===== config.mk =====
export PLATFORM = sky130hd
export DESIGN_NAME = gsbs_top
export DESIGN_NICKNAME = d
export VERILOG_FILES = /design/src/hw/gsbs_sync2.v /design/src/hw/gsbs_status_mux.v /design/src/hw/gsbs_top.v
export VERILOG_INCLUDE_DIRS = /design/src /design/src/hw
export SDC_FILE = /design/constraint.sdc
export NUM_CORES = 1
export LEC_CHECK = 0
export ABC_AREA = 1
export BUFFER_PORTS_ARGS = -buffer_cell sky130_fd_sc_hd__buf_2
export CAP_MARGIN = 0
export CORE_ASPECT_RATIO = 1.2
export CORE_MARGIN = 8
export CORE_UTILIZATION = 47
export CTS_CLUSTER_SIZE = 8
export DETAILED_ROUTE_END_ITERATION = 10
export GPL_TIMING_DRIVEN = 1
export PLACE_DENSITY = 0.78
export SLEW_MARGIN = 20
export SYNTH_ARGS = -nofsm -noshare
export SYNTH_HDL_FRONTEND = slang
export SYNTH_HIERARCHICAL = 1
export SYNTH_SLANG_ARGS = --single-unit

===== constraint.sdc =====
create_clock -name mclk_i -period 1.5 [get_ports mclk_i]
set_input_delay 0.075 -clock mclk_i [delete_from_list [all_inputs] [get_ports mclk_i]]
set_output_delay 0.075 -clock mclk_i [all_outputs]
set_load 0.01 [all_outputs]

===== src/hw/gsbs_map.vh =====
// Register offsets, field positions, reset values and codes of the
// group status bus share block.
// Assumes inclusion by bare name from the design files.
`ifndef GSBS_MAP_VH
`define GSBS_MAP_VH
`define GSBS_ADDR_W 8
`define GSBS_DATA_W 8
`define GSBS_OFF_CTRL_ONE 8'hB0
`define GSBS_OFF_CTRL_TWO 8'hB1
`define GSBS_OFF_INFO_IRQ 8'hB2
`define GSBS_OFF_INFO_SYNC 8'hB3
`define GSBS_OFF_INFO_UA 8'hB4
`define GSBS_OFF_INFO_UB 8'hB5
`define GSBS_RST_CTRL_ONE 8'h00
`define GSBS_RST_CTRL_TWO 8'h00
`define GSBS_CTRL_ONE_MASK 8'h0F
`define GSBS_CTRL_TWO_MASK 8'h77
`define GSBS_EN_BIT 0
`define GSBS_LSEL_LO 1
`define GSBS_LSEL_HI 3
`define GSBS_UASEL_LO 0
`define GSBS_UASEL_HI 2
`define GSBS_UBSEL_LO 4
`define GSBS_UBSEL_HI 6
`define GSBS_GSEL_IRQ 2'h0
`define GSBS_GSEL_SYNC 2'h1
`define GSBS_GSEL_UA 2'h2
`define GSBS_GSEL_UB 2'h3
`define GSBS_CODE_ALM0 3'h0
`define GSBS_CODE_ALM1 3'h1
`define GSBS_CODE_ALM2 3'h2
`define GSBS_CODE_ALM3 3'h3
`define GSBS_CODE_SIGNALING_CHANGE 3'h4
`define GSBS_CODE_SLIP 3'h5
`endif


===== src/hw/gsbs_sync2.v =====
// Two-stage synchroniser for a bundle of asynchronous pin levels.
// Assumes one clock; the clock enable freezes both stages.
`timescale 1ns/1ps
module gsbs_sync2 #(
   parameter W = 1
) (
   input wire mclk_i, // System clock
   input wire rst_b_i, // Async reset, active low
   input wire ce_i, // Clock enable
   input wire [W-1:0] d_i, // Asynchronous levels
   output wire [W-1:0] q_o // Synchronised levels
);
   reg [W-1:0] meta_r;
   reg [W-1:0] sync_r;

   // The first stage feeds only the second stage
   always @(posedge mclk_i or negedge rst_b_i) begin
      if (!rst_b_i) begin
         meta_r <= {W{1'b1}};
         sync_r <= {W{1'b1}};
      end else if (ce_i) begin
         meta_r <= d_i;
         sync_r <= meta_r;
      end
   end

   assign q_o = sync_r;
endmodule


===== src/hw/gsbs_status_mux.v =====
// Picks the one status bit this member reports for a group read.
// Assumes status inputs are already on the system clock.
`timescale 1ns/1ps
`include "gsbs_map.vh"
module gsbs_status_mux (
   input wire [1:0] gsel_i, // Which information register
   input wire t1_mode_i, // 1 = T1 alarm set, 0 = E1 set
   input wire [2:0] ua_sel_i, // Status code for user register A
   input wire [2:0] ub_sel_i, // Status code for user register B
   input wire irq_i, // Interrupt pending
   input wire sync_loss_i, // Receive loss of frame sync
   input wire [5:0] t1_stat_i, // Blue,yellow,loopup,loopdn,sig,slip
   input wire [5:0] e1_stat_i, // Ua1,rai,dma,v52,sig,slip
   output reg bit_o // Selected status bit
);
   // One decoder for both user selects
   function pick;
      input [2:0] code;
      input [5:0] st;
      begin
         case (code)
            `GSBS_CODE_ALM0: pick = st[0];
            `GSBS_CODE_ALM1: pick = st[1];
            `GSBS_CODE_ALM2: pick = st[2];
            `GSBS_CODE_ALM3: pick = st[3];
            `GSBS_CODE_SIGNALING_CHANGE: pick = st[4];
            `GSBS_CODE_SLIP: pick = st[5];
            // Undefined codes report no alarm
            default: pick = 1'b0;
         endcase
      end
   endfunction

   wire [5:0] stat = t1_mode_i ? t1_stat_i : e1_stat_i;

   always @* begin
      case (gsel_i)
         `GSBS_GSEL_IRQ: bit_o = irq_i;
         `GSBS_GSEL_SYNC: bit_o = sync_loss_i;
         `GSBS_GSEL_UA: bit_o = pick(ua_sel_i, stat);
         default: bit_o = pick(ub_sel_i, stat);
      endcase
   end
endmodule


===== src/hw/gsbs_top.v =====
// Group status bus share: lets up to eight transceivers report one
// status bit each on a shared 8-bit host data bus in a single read.
// Assumes a synchronous register port on mclk_i; the shared select
// and strobe pins are open drain with external pull-ups.
`timescale 1ns/1ps
`include "gsbs_map.vh"
module gsbs_top (
   input wire mclk_i, // 250 MHz system clock
   input wire rst_b_i, // Async reset, active low
   input wire ce_i, // Clock enable, freezes state when low
   input wire [7:0] addr_i, // Register address
   input wire [7:0] wdata_i, // Write data
   input wire wr_i, // Write strobe, one cycle
   input wire rd_i, // Read strobe, held for the access
   output reg [7:0] rdata_o, // Read data, registered
   output wire [7:0] rdata_oe_o, // Per-line data drive enables
   input wire t1_mode_i, // 1 = T1 operation, 0 = E1
   input wire irq_i, // Device interrupt pending
   input wire sync_loss_i, // Receive loss of frame sync
   input wire [5:0] t1_stat_i, // T1 alarm set
   input wire [5:0] e1_stat_i, // E1 alarm set
   input wire group_sel_line0_i, // Shared select 0 pin level
   output wire group_sel_line0_o, // Shared select 0 drive value
   output wire group_sel_line0_oe_o, // Shared select 0 enable
   input wire group_sel_line1_i, // Shared select 1 pin level
   output wire group_sel_line1_o, // Shared select 1 drive value
   output wire group_sel_line1_oe_o, // Shared select 1 enable
   input wire group_read_strobe_i, // Shared strobe pin level
   output wire group_read_strobe_o, // Shared strobe drive value
   output wire group_read_strobe_oe_o // Shared strobe enable
);
   reg [7:0] ctrl_one_r;
   reg [7:0] ctrl_two_r;
   reg [1:0] own_gsel_r;
   reg own_rd_r;
   reg [1:0] own_echo_r;
   reg [7:0] rdata_nxt;
   reg [7:0] oe_r;
   reg [7:0] oe_nxt;
   wire [2:0] pin_sync;
   wire peer_rd;
   wire [1:0] peer_gsel;
   wire own_hit;
   wire grp_en;
   wire [2:0] line_sel;
   wire [1:0] mux_gsel;
   wire stat_bit;
   wire [7:0] line_onehot;

   function is_info;
      input [7:0] a;
      begin
         is_info = (a == `GSBS_OFF_INFO_IRQ) ||
                   (a == `GSBS_OFF_INFO_SYNC) ||
                   (a == `GSBS_OFF_INFO_UA) ||
                   (a == `GSBS_OFF_INFO_UB);
      end
   endfunction

   function [1:0] info_code;
      input [7:0] a;
      begin
         if (a == `GSBS_OFF_INFO_IRQ)
            info_code = `GSBS_GSEL_IRQ;
         else if (a == `GSBS_OFF_INFO_SYNC)
            info_code = `GSBS_GSEL_SYNC;
         else if (a == `GSBS_OFF_INFO_UA)
            info_code = `GSBS_GSEL_UA;
         else
            info_code = `GSBS_GSEL_UB;
      end
   endfunction

   assign grp_en = ctrl_one_r[`GSBS_EN_BIT];
   assign line_sel = ctrl_one_r[`GSBS_LSEL_HI:`GSBS_LSEL_LO];
   assign own_hit = rd_i && is_info(addr_i) && grp_en;

   // Register writes; unused bits are stored as zero
   always @(posedge mclk_i or negedge rst_b_i) begin
      if (!rst_b_i) begin
         ctrl_one_r <= `GSBS_RST_CTRL_ONE;
         ctrl_two_r <= `GSBS_RST_CTRL_TWO;
      end else if (ce_i && wr_i) begin
         if (addr_i == `GSBS_OFF_CTRL_ONE)
            ctrl_one_r <= wdata_i & `GSBS_CTRL_ONE_MASK;
         else if (addr_i == `GSBS_OFF_CTRL_TWO)
            ctrl_two_r <= wdata_i & `GSBS_CTRL_TWO_MASK;
      end
   end

   // Shared pins cross in through two flops each
   gsbs_sync2 #(
      .W(3)
   ) u_sync (
      .mclk_i(mclk_i),
      .rst_b_i(rst_b_i),
      .ce_i(ce_i),
      .d_i({group_read_strobe_i, group_sel_line1_i, group_sel_line0_i}),
      .q_o(pin_sync)
   );

   assign peer_gsel = pin_sync[1:0];
   // A strobe we drive ourselves is not a peer request. It comes back
   // through the synchroniser two clocks late, so the echo is masked
   // too; otherwise a finished read would answer itself.
   assign peer_rd = !pin_sync[2] && !own_rd_r && !(|own_echo_r) && grp_en;

   // Own read: encode register on select lines, pull strobe low
   always @(posedge mclk_i or negedge rst_b_i) begin
      if (!rst_b_i) begin
         own_rd_r <= 1'b0;
         own_gsel_r <= 2'h0;
         own_echo_r <= 2'h0;
      end else if (ce_i) begin
         own_rd_r <= own_hit;
         own_echo_r <= {own_echo_r[0], own_rd_r};
         own_gsel_r <= info_code(addr_i);
      end
   end

   // Open drain: only low is driven, high comes from the pull-up
   assign group_sel_line0_o = 1'b0;
   assign group_sel_line1_o = 1'b0;
   assign group_read_strobe_o = 1'b0;
   assign group_sel_line0_oe_o = own_rd_r && !own_gsel_r[0];
   assign group_sel_line1_oe_o = own_rd_r && !own_gsel_r[1];
   assign group_read_strobe_oe_o = own_rd_r;

   assign mux_gsel = own_hit ? info_code(addr_i) : peer_gsel;

   gsbs_status_mux u_mux (
      .gsel_i(mux_gsel),
      .t1_mode_i(t1_mode_i),
      .ua_sel_i(ctrl_two_r[`GSBS_UASEL_HI:`GSBS_UASEL_LO]),
      .ub_sel_i(ctrl_two_r[`GSBS_UBSEL_HI:`GSBS_UBSEL_LO]),
      .irq_i(irq_i),
      .sync_loss_i(sync_loss_i),
      .t1_stat_i(t1_stat_i),
      .e1_stat_i(e1_stat_i),
      .bit_o(stat_bit)
   );

   genvar g;
   generate
      for (g = 0; g < 8; g = g + 1) begin : g_line
         assign line_onehot[g] = (line_sel == g);
      end
   endgenerate

   // Data lines: plain registers drive all lines, group reads one
   always @* begin
      rdata_nxt = 8'h00;
      oe_nxt = 8'h00;
      if (rd_i && addr_i == `GSBS_OFF_CTRL_ONE) begin
         rdata_nxt = ctrl_one_r;
         oe_nxt = 8'hFF;
      end else if (rd_i && addr_i == `GSBS_OFF_CTRL_TWO) begin
         rdata_nxt = ctrl_two_r;
         oe_nxt = 8'hFF;
      end else if (own_hit || peer_rd) begin
         rdata_nxt = line_onehot & {8{stat_bit}};
         oe_nxt = line_onehot;
      end
   end

   always @(posedge mclk_i or negedge rst_b_i) begin
      if (!rst_b_i) begin
         rdata_o <= 8'h00;
         oe_r <= 8'h00;
      end else if (ce_i) begin
         rdata_o <= rdata_nxt;
         oe_r <= oe_nxt;
      end
   end

   assign rdata_oe_o = oe_r;
endmodule


# Yosys cells after proc, flatten, opt, wreduce, memory -nomap -nowiden
# Cells that the tools add are included.
[word_totals] ff_bits=37 latch_bits=0 mem_bits_rw=0 mem_bits_ro=0 inputBits=39 output_inout_bits=22 elab_cells=76 memories=0
[classes] n_addsub=0 mul=0 div_mod_pow=0 n_lt_le_gt_ge=0 eq_ne=25 shifts=0 mux=14 bitwise_logic=2 n_reduce_logical=26
[op_table] operator="8-bit equality test, second input constant" n=6
[op_table] operator="8-bit two-way mux" n=6
[op_table] operator="3-bit equality test, second input constant" n=8
[op_table] operator="3-bit by 2-bit equality test with 1-bit output, second input constant" n=6
[op_table] operator="1-bit one-hot mux with 6 select lines" n=2
[op_table] operator="1-bit logical AND" n=10
[op_table] operator="3-bit by 1-bit equality test with 1-bit output, second input constant" n=3
[op_table] operator="3-bit logical NOT" n=3
[op_table] operator="8-bit AND" n=1
[op_table] operator="2-bit two-way mux" n=3
[op_table] operator="6-bit two-way mux" n=1
[op_table] operator="1-bit logical NOT" n=5
[op_table] operator="1-bit logical OR" n=4
[op_table] operator="1-bit one-hot mux with 3 select lines" n=1
[op_table] operator="3-bit AND reduction" n=1
[op_table] operator="2-bit by 1-bit equality test with 1-bit output, second input constant" n=1
[op_table] operator="2-bit equality test, second input constant" n=1
[op_table] operator="2-bit logical NOT" n=1
[op_table] operator="2-bit AND reduction" n=1
[op_table] operator="2-bit OR reduction" n=1
[op_table] operator="1-bit two-way mux" n=1
[op_table] operator="1-bit inverter" n=1

# Logic depth before layout (Yosys ltp)
# Gate-level depths: netlist of run 1.
[depth] word_depth=13 mapped_depth=16 ltp_nobuf=16

# Hierarchy
# Netlist of run 1, hierarchy kept.
[modules_own_cells] mod="gsbs_top" instances=1 cells_per_inst=205 area_per_inst_um2=1692.9 seq_area_each_um2=775.7
[modules_own_cells] mod="gsbs_status_mux" instances=1 cells_per_inst=74 area_per_inst_um2=297.8 seq_area_each_um2=0.0
[modules_own_cells] mod="gsbs_sync2" instances=1 cells_per_inst=25 area_per_inst_um2=229.0 seq_area_each_um2=157.7

# Worst setup path after synthesis of run 1
# No wires, ideal clock.
[synth_path] path_type="register to register" from="register ctrl_one_r[0]" to="register rdata_o[0]" setup_time_ns=0.116 t_arrival_ns=1.544 required_time_ns=1.384 setup_slack_ns=-0.161 stages_incl_launch_ff=13 path_buffers=0 period_less_slack_ns=1.661 path_cell_list="dfrtp_1 > nand2_2 > nor2_4 > nand2_4 > mux2_2 > o211ai_1 > nand3_1 > nand2_1 > inv_1 > nand3_1 > nand2_1 > nand2_1 > nand2_1"
[synth_via] elab_chain_cells=8 word_cells_on_any_way=12 classes_between="2 x eq/ne; 5 x mux; 1 x bitwise; 4 x reduce/logical"
[synth_rtl] item="start: declaration" line="gsbs_top.v:32" text="reg [7:0] ctrl_one_r;"
[synth_rtl] item="start signal: assignment" line="gsbs_top.v:81" text="ctrl_one_r <= `GSBS_RST_CTRL_ONE;"
[synth_rtl] item="start signal: assignment" line="gsbs_top.v:85" text="ctrl_one_r <= wdata_i & `GSBS_CTRL_ONE_MASK;"
[synth_rtl] item="1-bit logical AND (*)" line="gsbs_top.v:76" text="assign own_hit = rd_i && is_info(addr_i) && grp_en;"
[synth_rtl] item="2-bit two-way mux (*)" line="gsbs_top.v:129" text="assign mux_gsel = own_hit ? info_code(addr_i) : peer_gsel;"
[synth_rtl] item="net mux_gsel[0]" line="gsbs_top.v:46" text="wire [1:0] mux_gsel;"
[synth_rtl] item="2-bit equality test, or another cell as far along" line="gsbs_status_mux.v:37" text="case (gsel_i)"
[synth_rtl] item="1-bit one-hot mux with 3 select lines (*)" line="gsbs_status_mux.v:37"
[synth_rtl] item="net stat_bit" line="gsbs_top.v:47" text="wire stat_bit;"
[synth_rtl] item="8-bit AND (*)" line="gsbs_top.v:161" text="rdata_nxt = line_onehot & {8{stat_bit}};"
[synth_rtl] item="8-bit two-way mux (*)" line="gsbs_top.v:160" text="end else if (own_hit || peer_rd) begin"
[synth_rtl] item="8-bit two-way mux (*)" line="gsbs_top.v:157" text="end else if (rd_i && addr_i == `GSBS_OFF_CTRL_TWO) begin"
[synth_rtl] item="8-bit two-way mux (*)" line="gsbs_top.v:154" text="if (rd_i && addr_i == `GSBS_OFF_CTRL_ONE) begin"
[synth_rtl] item="end signal: assignment" line="gsbs_top.v:171" text="rdata_o <= rdata_nxt;"
[synth_rtl] item="end: declaration" line="gsbs_top.v:15" text="output reg [7:0] rdata_o,"
# The timed path passes the listed nets; every way through them passes the cells marked *.
# A chain may end at the register's enable or synchronous reset.

# Worst setup path after layout of run 1
[layout_path] from="register ctrl_one_r[0]" to="register rdata_o[4]"
# Same word-level chain as after synthesis.

==> results of run 1 <==
flip-flops by register name, summed over array words and instances, names as in the netlist:
signal / flops
rdata_oe_o: 8
own_gsel_r: 2
u_sync/q_o: 3
own_echo_r: 2
group_read_strobe_oe_o: 1
rdata_o: 8
ctrl_two_r: 6
ctrl_one_r: 4
u_sync/meta_r: 3
Yosys cell counts, drive strengths merged:
cell type  count
nand3         18
a31oi          1
a21oi         14
nor3           9
mux2           4
a21boi         3
o21ai         20
nor2          39
dfstp          6
o211ai         1
or2            1
nand2        109
clkbuf         2
conb           1
buf            5
dfrtp         31
inv           40
final timing paths:
kind | from | end | slack [ps] | cells after the start
max reg2reg | ctrl_one_r[0] | rdata_o[4] | -230 | 10
max | ctrl_one_r[0] | rdata_o[4] | -230 | 10
min in group asynchronous | rst_b_i | own_gsel_r[0] | 280 | 3
min | group_read_strobe_i | u_sync/meta_r[2] | 7 | 3
min reg2reg | u_sync/meta_r[1] | u_sync/q_o[1] | 460 | 2
max in group asynchronous | rst_b_i | u_sync/q_o[0] | 970 | 3
logic make-up after synthesis:
group / count (synthesis) / share of synthesized area (%)
simple gates: 176 / 36.5
buf+inv: 47 / 9.24
compound gates: 39 / 9.98
flops: 37 / 42.1
mux: 4 / 2.03
other cells: 1 / 0.169
tightest hold or removal path: cells and delay by family:
family | cells | cell delay (ps)
buf+inv | 1 | 100
simple gates | 2 | 130
power groups by stage:
stage	clock network (W)	logic [W]	registers (W)
3_3_place_gp	0	0.000340	0.00110
2_1_floorplan	0	0.000190	0.00111
3_5_place_dp	0	0.000349	0.00111
4_1_cts	0.000719	0.000366	0.00109
5_1_grt	0.000756	0.000433	0.00109
6_report	0.000709	0.000387	0.00109
routing by layer:
layer,share of wire [%],GRT usage [%],up-vias
met5,0,0,-
met4,1.7,6.66,0
met3,6.0,4.14,10
met2,52,28.8,64
met1,40,17.6,989
li1,-,-,1102
layout make-up:
class                   instances  area, um2
repair buffers                 77        467
inverters                      40        150
multi-input cells             222       1140
fillers                       397       1710
flip-flops and latches         37        933
clock buffers                   6       82.6
clock inverters                 1       7.51
well taps                      58       72.6
through the flow:
stage	instance area (um2)	power [W]	utilization (%)	TNS (ps)	cells
final	2850	0.00219	62.6	-1680	441
after global routing	2850	0.00228	62.6	-2810	441
after CTS	2800	0.00217	61.4	-1550	439
after detailed placement	2640	0.00146	57.9	-1600	426
after global placement	2640	0.00144	57.9	-1200	426
after floorplan	2230	0.00130	-	-440	306
repair_timing:
item | 4_1_cts | 5_1_grt
setup buffers | 1 | 2
hold buffers | 5 | 0
pin swaps | 0 | 1
hold endpoints to repair | 41 | 0
setup endpoints to repair | 8 | 8
gates resized for setup | 3 | 8
==> flow_summary.json, run 1 <==
{
  "initial_core_util_pct": 48.7,
  "fin_crit_sh_pct": 115,
  "final_antenna_net_count": 0,
  "power.density_nw_per_um2": 766,
  "cp-start-kind": "flop",
  "core_um2": 4560,
  "gr-total-overflow": 0,
  "clkTransAtPathRegs_ps": 70,
  "power_switching_w": 0.000604,
  "grt_start_max_net_pins": 38,
  "violations": "negative setup slack",
  "track_usage_pct": 16.2,
  "synth_area_leaders": "dfrtp_1, nand2_1, dfstp_2",
  "ys_ff_latch": 37,
  "syn_avg_cell_area_um2": 7.30,
  "final-setup-viol-count": 8,
  "crit_arrival_ps": 1900,
  "sw_frac_of_total_pct": 27.6,
  "final_common_cell": "nand2_1",
  "hold_path.class": "input pin to flop",
  "antenna_found_initial": 0,
  "leakage_nw": 1.58,
  "critical-path-top-delay-family": "simple AND/OR/NAND/NOR gates",
  "clkPwrFrac_pct": 32.4,
  "path_max_fanout": 4,
  "finClkSkew_ps": 6.26,
  "syn_area_um2": 2220,
  "maxSlewViolCount": 0,
  "insertion_delay_ps": 290,
  "synthDistinctLibCells": 30,
  "seq_area_frac_synth_pct": 42.1,
  "path_buf_inv": 2,
  "cts_root_buf": "clkbuf_8",
  "first_pass_iters": 4,
  "wl_um": 5670,
  "die_h_um": 91.3,
  "final.setup.worst_slack_ps": -232,
  "yosysTopAreaCell": "dfrtp_1",
  "dp_slack_ps": -241,
  "tritoncts": "built",
  "peakVddDrop_mv": 0.615,
  "crit_type": "flop to flop",
  "dr_total_vias": 2165,
  "synth_cells": 304,
  "drive_above_1_share_pct": 32.9,
  "die_x_um": 78.7,
  "clockBufferDepth": 2,
  "grt_pass1_wl_um": 9690,
  "yosysWarnings": 6,
  "nets": 422,
  "n_antenna_cell": 0,
  "cpMaxStageDelayCell": "dfrtp_1",
  "grt_pass1_vias": 2223,
  "end_kind": "flop",
  "gp_congestion": 0.885,
  "avgRoutedWirePerCell_um": 12.9,
  "finalCriticalPeriod_ps": 1730,
  "portBuffers": 56,
  "power_frac_seq_pct": 49.8,
  "dp_hpwl_um": 4290,
  "required_ps": 1670,
  "boundaryPins": 61,
  "power_frac_comb_pct": 17.7,
  "cts_buffers": 5,
  "cts.sinks": 37,
  "p_int_w": 0.00158,
  "status": "finished with violations",
  "cp_slowest_stage_delay_ps": 370,
  "max_freq_mhz": 577,
  "rows": 27,
  "viasPerCell": 4.91,
  "cap_violations": 0,
  "cts-htree-levels": 2,
  "die_area_um2": 7190,
  "drc": 0,
  "hold_violations": 0,
  "crit_chain": "nand2_2 -> nor2_4 -> nand2_4 -> mux2_4 -> o211ai_1 -> nand3_1 -> buf_4 -> buf_6 -> nand2_8 -> o21ai_2",
  "syn2layout_area_growth_pct": 28.6,
  "drt-initial-drc-count": 62,
  "rsz0062_at_grt": "yes",
  "layout_common_cells": "nand2_1, buf_2, inv_1",
  "whs_ps": 7.40,
  "synth_top_cell_area_share_pct": 34.9
}
Power figures use the tool's default switching activity.
==> run 2: changes to the inputs <==
- BUFFER_PORTS_ARGS: -buffer_cell sky130_fd_sc_hd__buf_2 -> -buffer_cell sky130_fd_sc_hd__buf_4
- CORE_MARGIN: 8 -> 4
==> run 2 against run 1 <==
Compared with the run above:
- the run still ends with negative setup slack left
- routed wire length fell by 7.0%
- sequential cell count stayed put
- global-route usage grew 2.2 points
- total power fell by 1.4%
- non-clock buffer count grew 2
- highest routed layer unchanged
- combinational power grew 4%
- die area shrank 18%
- first-iteration DRC count grew 35%
- sequential share of layout area fell by 1.3 points
- critical path depth rose by 2
- maximum frequency shrank 0.45%
- critical endpoint is now rdata_o[2]
==> flow_summary.json, run 2 (synthesized netlist as in run 1, its figures left out) <==
{
  "cts_buffers": 5,
  "cp.depth": 12,
  "crit_chain": "nand2_2 -> nor2_4 -> nand2_4 -> mux2_4 -> o211ai_1 -> nand3_2 -> nand2_2 -> inv_2 -> nand3_1 -> nand2_1 -> nand2_1 -> nand2_1",
  "fin_crit_sh_pct": 116,
  "fillers": 396,
  "cts_root_buf": "clkbuf_8",
  "max_freq_mhz": 575,
  "portBuffers": 56,
  "crit_end": "rdata_o[2]",
  "track_usage_pct": 18.4,
  "cts.sinks": 37,
  "drive_above_1_share_pct": 31.3,
  "crit_start": "ctrl_one_r[0]",
  "cts-htree-levels": 2,
  "cap_violations": 0,
  "met1_length_um": 2250,
  "syn2layout_area_growth_pct": 33.8,
  "final_antenna_net_count": 0,
  "gp_congestion": 0.825,
  "path_max_fanout": 4,
  "r2r_cells": 12,
  "viasPerCell": 4.75,
  "drt-initial-drc-count": 84,
  "seqCellArea_um2": 933,
  "critical-path-top-delay-family": "simple AND/OR/NAND/NOR gates",
  "hold_path.class": "input pin to flop",
  "reg2reg_from": "ctrl_one_r[0]",
  "grt_pass1_vias": 2015,
  "insertion_delay_ps": 290,
  "placed_area_um2": 2760,
  "cp_slowest_stage_delay_ps": 360,
  "required_ps": 1680,
  "hold_violations": 0,
  "power.density_nw_per_um2": 726,
  "end_kind": "flop",
  "dp_hpwl_um": 3960,
  "final-setup-viol-count": 8,
  "path_buf_inv": 1,
  "dr_wl_met2_um": 2730,
  "core_um2": 4590,
  "final_area_um2": 2970,
  "met3_length_um": 252,
  "crit_arrival_ps": 1920,
  "leakage_nw": 1.61,
  "multi_input_area_um2": 1110,
  "grt_pass1_wl_um": 8890,
  "die_x_um": 70.7,
  "boundaryPins": 61,
  "finalCriticalPeriod_ps": 1740,
  "cp-start-kind": "flop",
  "tritoncts": "built",
  "cpMaxStageDelayCell": "dfrtp_1",
  "clkTransAtPathRegs_ps": 70,
  "peakVddDrop_mv": 0.580,
  "status": "finished with violations",
  "antenna_found_initial": 0,
  "maxSlewViolCount": 0,
  "avgRoutedWirePerCell_um": 11.9,
  "finalPower_w": 0.00216,
  "grt_start_max_net_pins": 38,
  "die_h_um": 83.3,
  "wl_um": 5280,
  "layout_common_cells": "nand2_1, buf_4, inv_1",
  "rsz0062_at_grt": "yes",
  "drc": 0,
  "nets": 424,
  "gr-total-overflow": 0,
  "die_area_um2": 5890,
  "setup_tns_ps": -1610,
  "finClkSkew_ps": 8.14,
  "clockBufferDepth": 2,
  "rows": 27,
  "final_common_cell": "nand2_1",
  "n_antenna_cell": 0,
  "r2r_end": "rdata_o[2]",
  "path_common_cell": "nand2_1",
  "initial_core_util_pct": 48.3,
  "dr_total_vias": 2110,
  "first_pass_iters": 5,
  "crit_type": "flop to flop",
  "top_layer_used": "met4",
  "violations": "negative setup slack",
  "final.setup.worst_slack_ps": -240,
  "r2r_slack_ps": -240
}
run 2: changes by cell type in the layout (fill, tap and decap cells not counted), moves of 2 or more:
cell | before | now
o21ai_1 | 0 | 4
a21oi_1 | 8 | 11
clkinv_2 | 0 | 2
buf_2 | 56 | 0
o21ai_2 | 5 | 1
a21oi_2 | 6 | 3
dlygate4sd3_1 | 5 | 8
buf_4 | 14 | 71
run 2: what timing repair did:
| action | 4_1_cts | 5_1_grt |
|---|---|---|
| gates resized for setup | 1 | 3 |
| hold buffers | 8 | 0 |
| hold endpoints to repair | 38 | 0 |
| endpoints found under the setup margin | 8 | 8 |
| setup buffers | 2 | 1 |
run 2: metal layers:
metal / up-vias / track usage (%)
met5: - / 0
met4: 0 / 5.13
met3: 5 / 3.51
met2: 51 / 32.5
met1: 954 / 22.4
li1: 1100 / -
run 2: cell type report:
| type | instances | area share (%) |
|---|---|---|
| Sequential cell | 37 | 31.4 |
| Inverter | 40 | 5.06 |
| Clock buffer | 5 | 2.32 |
| Multi-Input combinational cell | 222 | 37.5 |
| Tap cell | 58 | 2.44 |
| Clock inverter | 3 | 0.590 |
| Timing Repair Buffer | 79 | 20.6 |
run 2: metrics by stage:
stage          instances  worst slack, ps  utilization (%)  hold WS, ps
6_report             444             -240             64.6         6.19
4_1_cts              443             -213             64.1         9.82
5_1_grt              444             -330             64.6         18.9
3_3_place_gp         425             -164             60.0         57.5
2_1_floorplan        306             -110                -         -221
3_5_place_dp         425             -254             60.0         64.7
run 2: worst min path at each step:
stage,from,end,cells after the start
after floorplan,rst_b_i,ctrl_one_r[0],0
after global routing,wdata_i[6],ctrl_two_r[6],3
final,wdata_i[6],ctrl_two_r[6],3
after CTS,wdata_i[6],ctrl_two_r[6],3
after global placement,rst_b_i,own_gsel_r[0],1
after detailed placement,rst_b_i,own_echo_r[0],1
run 2: power by group:
part / switching, W / internal (W) / leakage (nW) / total, W
clock network: 0.000344 / 0.000320 / 0.0439 / 0.000664
registers: 0.0000360 / 0.00105 / 0.446 / 0.00109
logic: 0.000212 / 0.000189 / 1.12 / 0.000401
run 2: worst reg2reg max path: stages, from the launching register on:
cell,delay [ps]
dfrtp_1,360
nand2_2,70
nor2_4,130
nand2_4,60
mux2_4,320
o211ai_1,220
nand3_2,120
nand2_2,80
inv_2,50
nand3_1,60
nand2_1,50
nand2_1,70
nand2_1,50
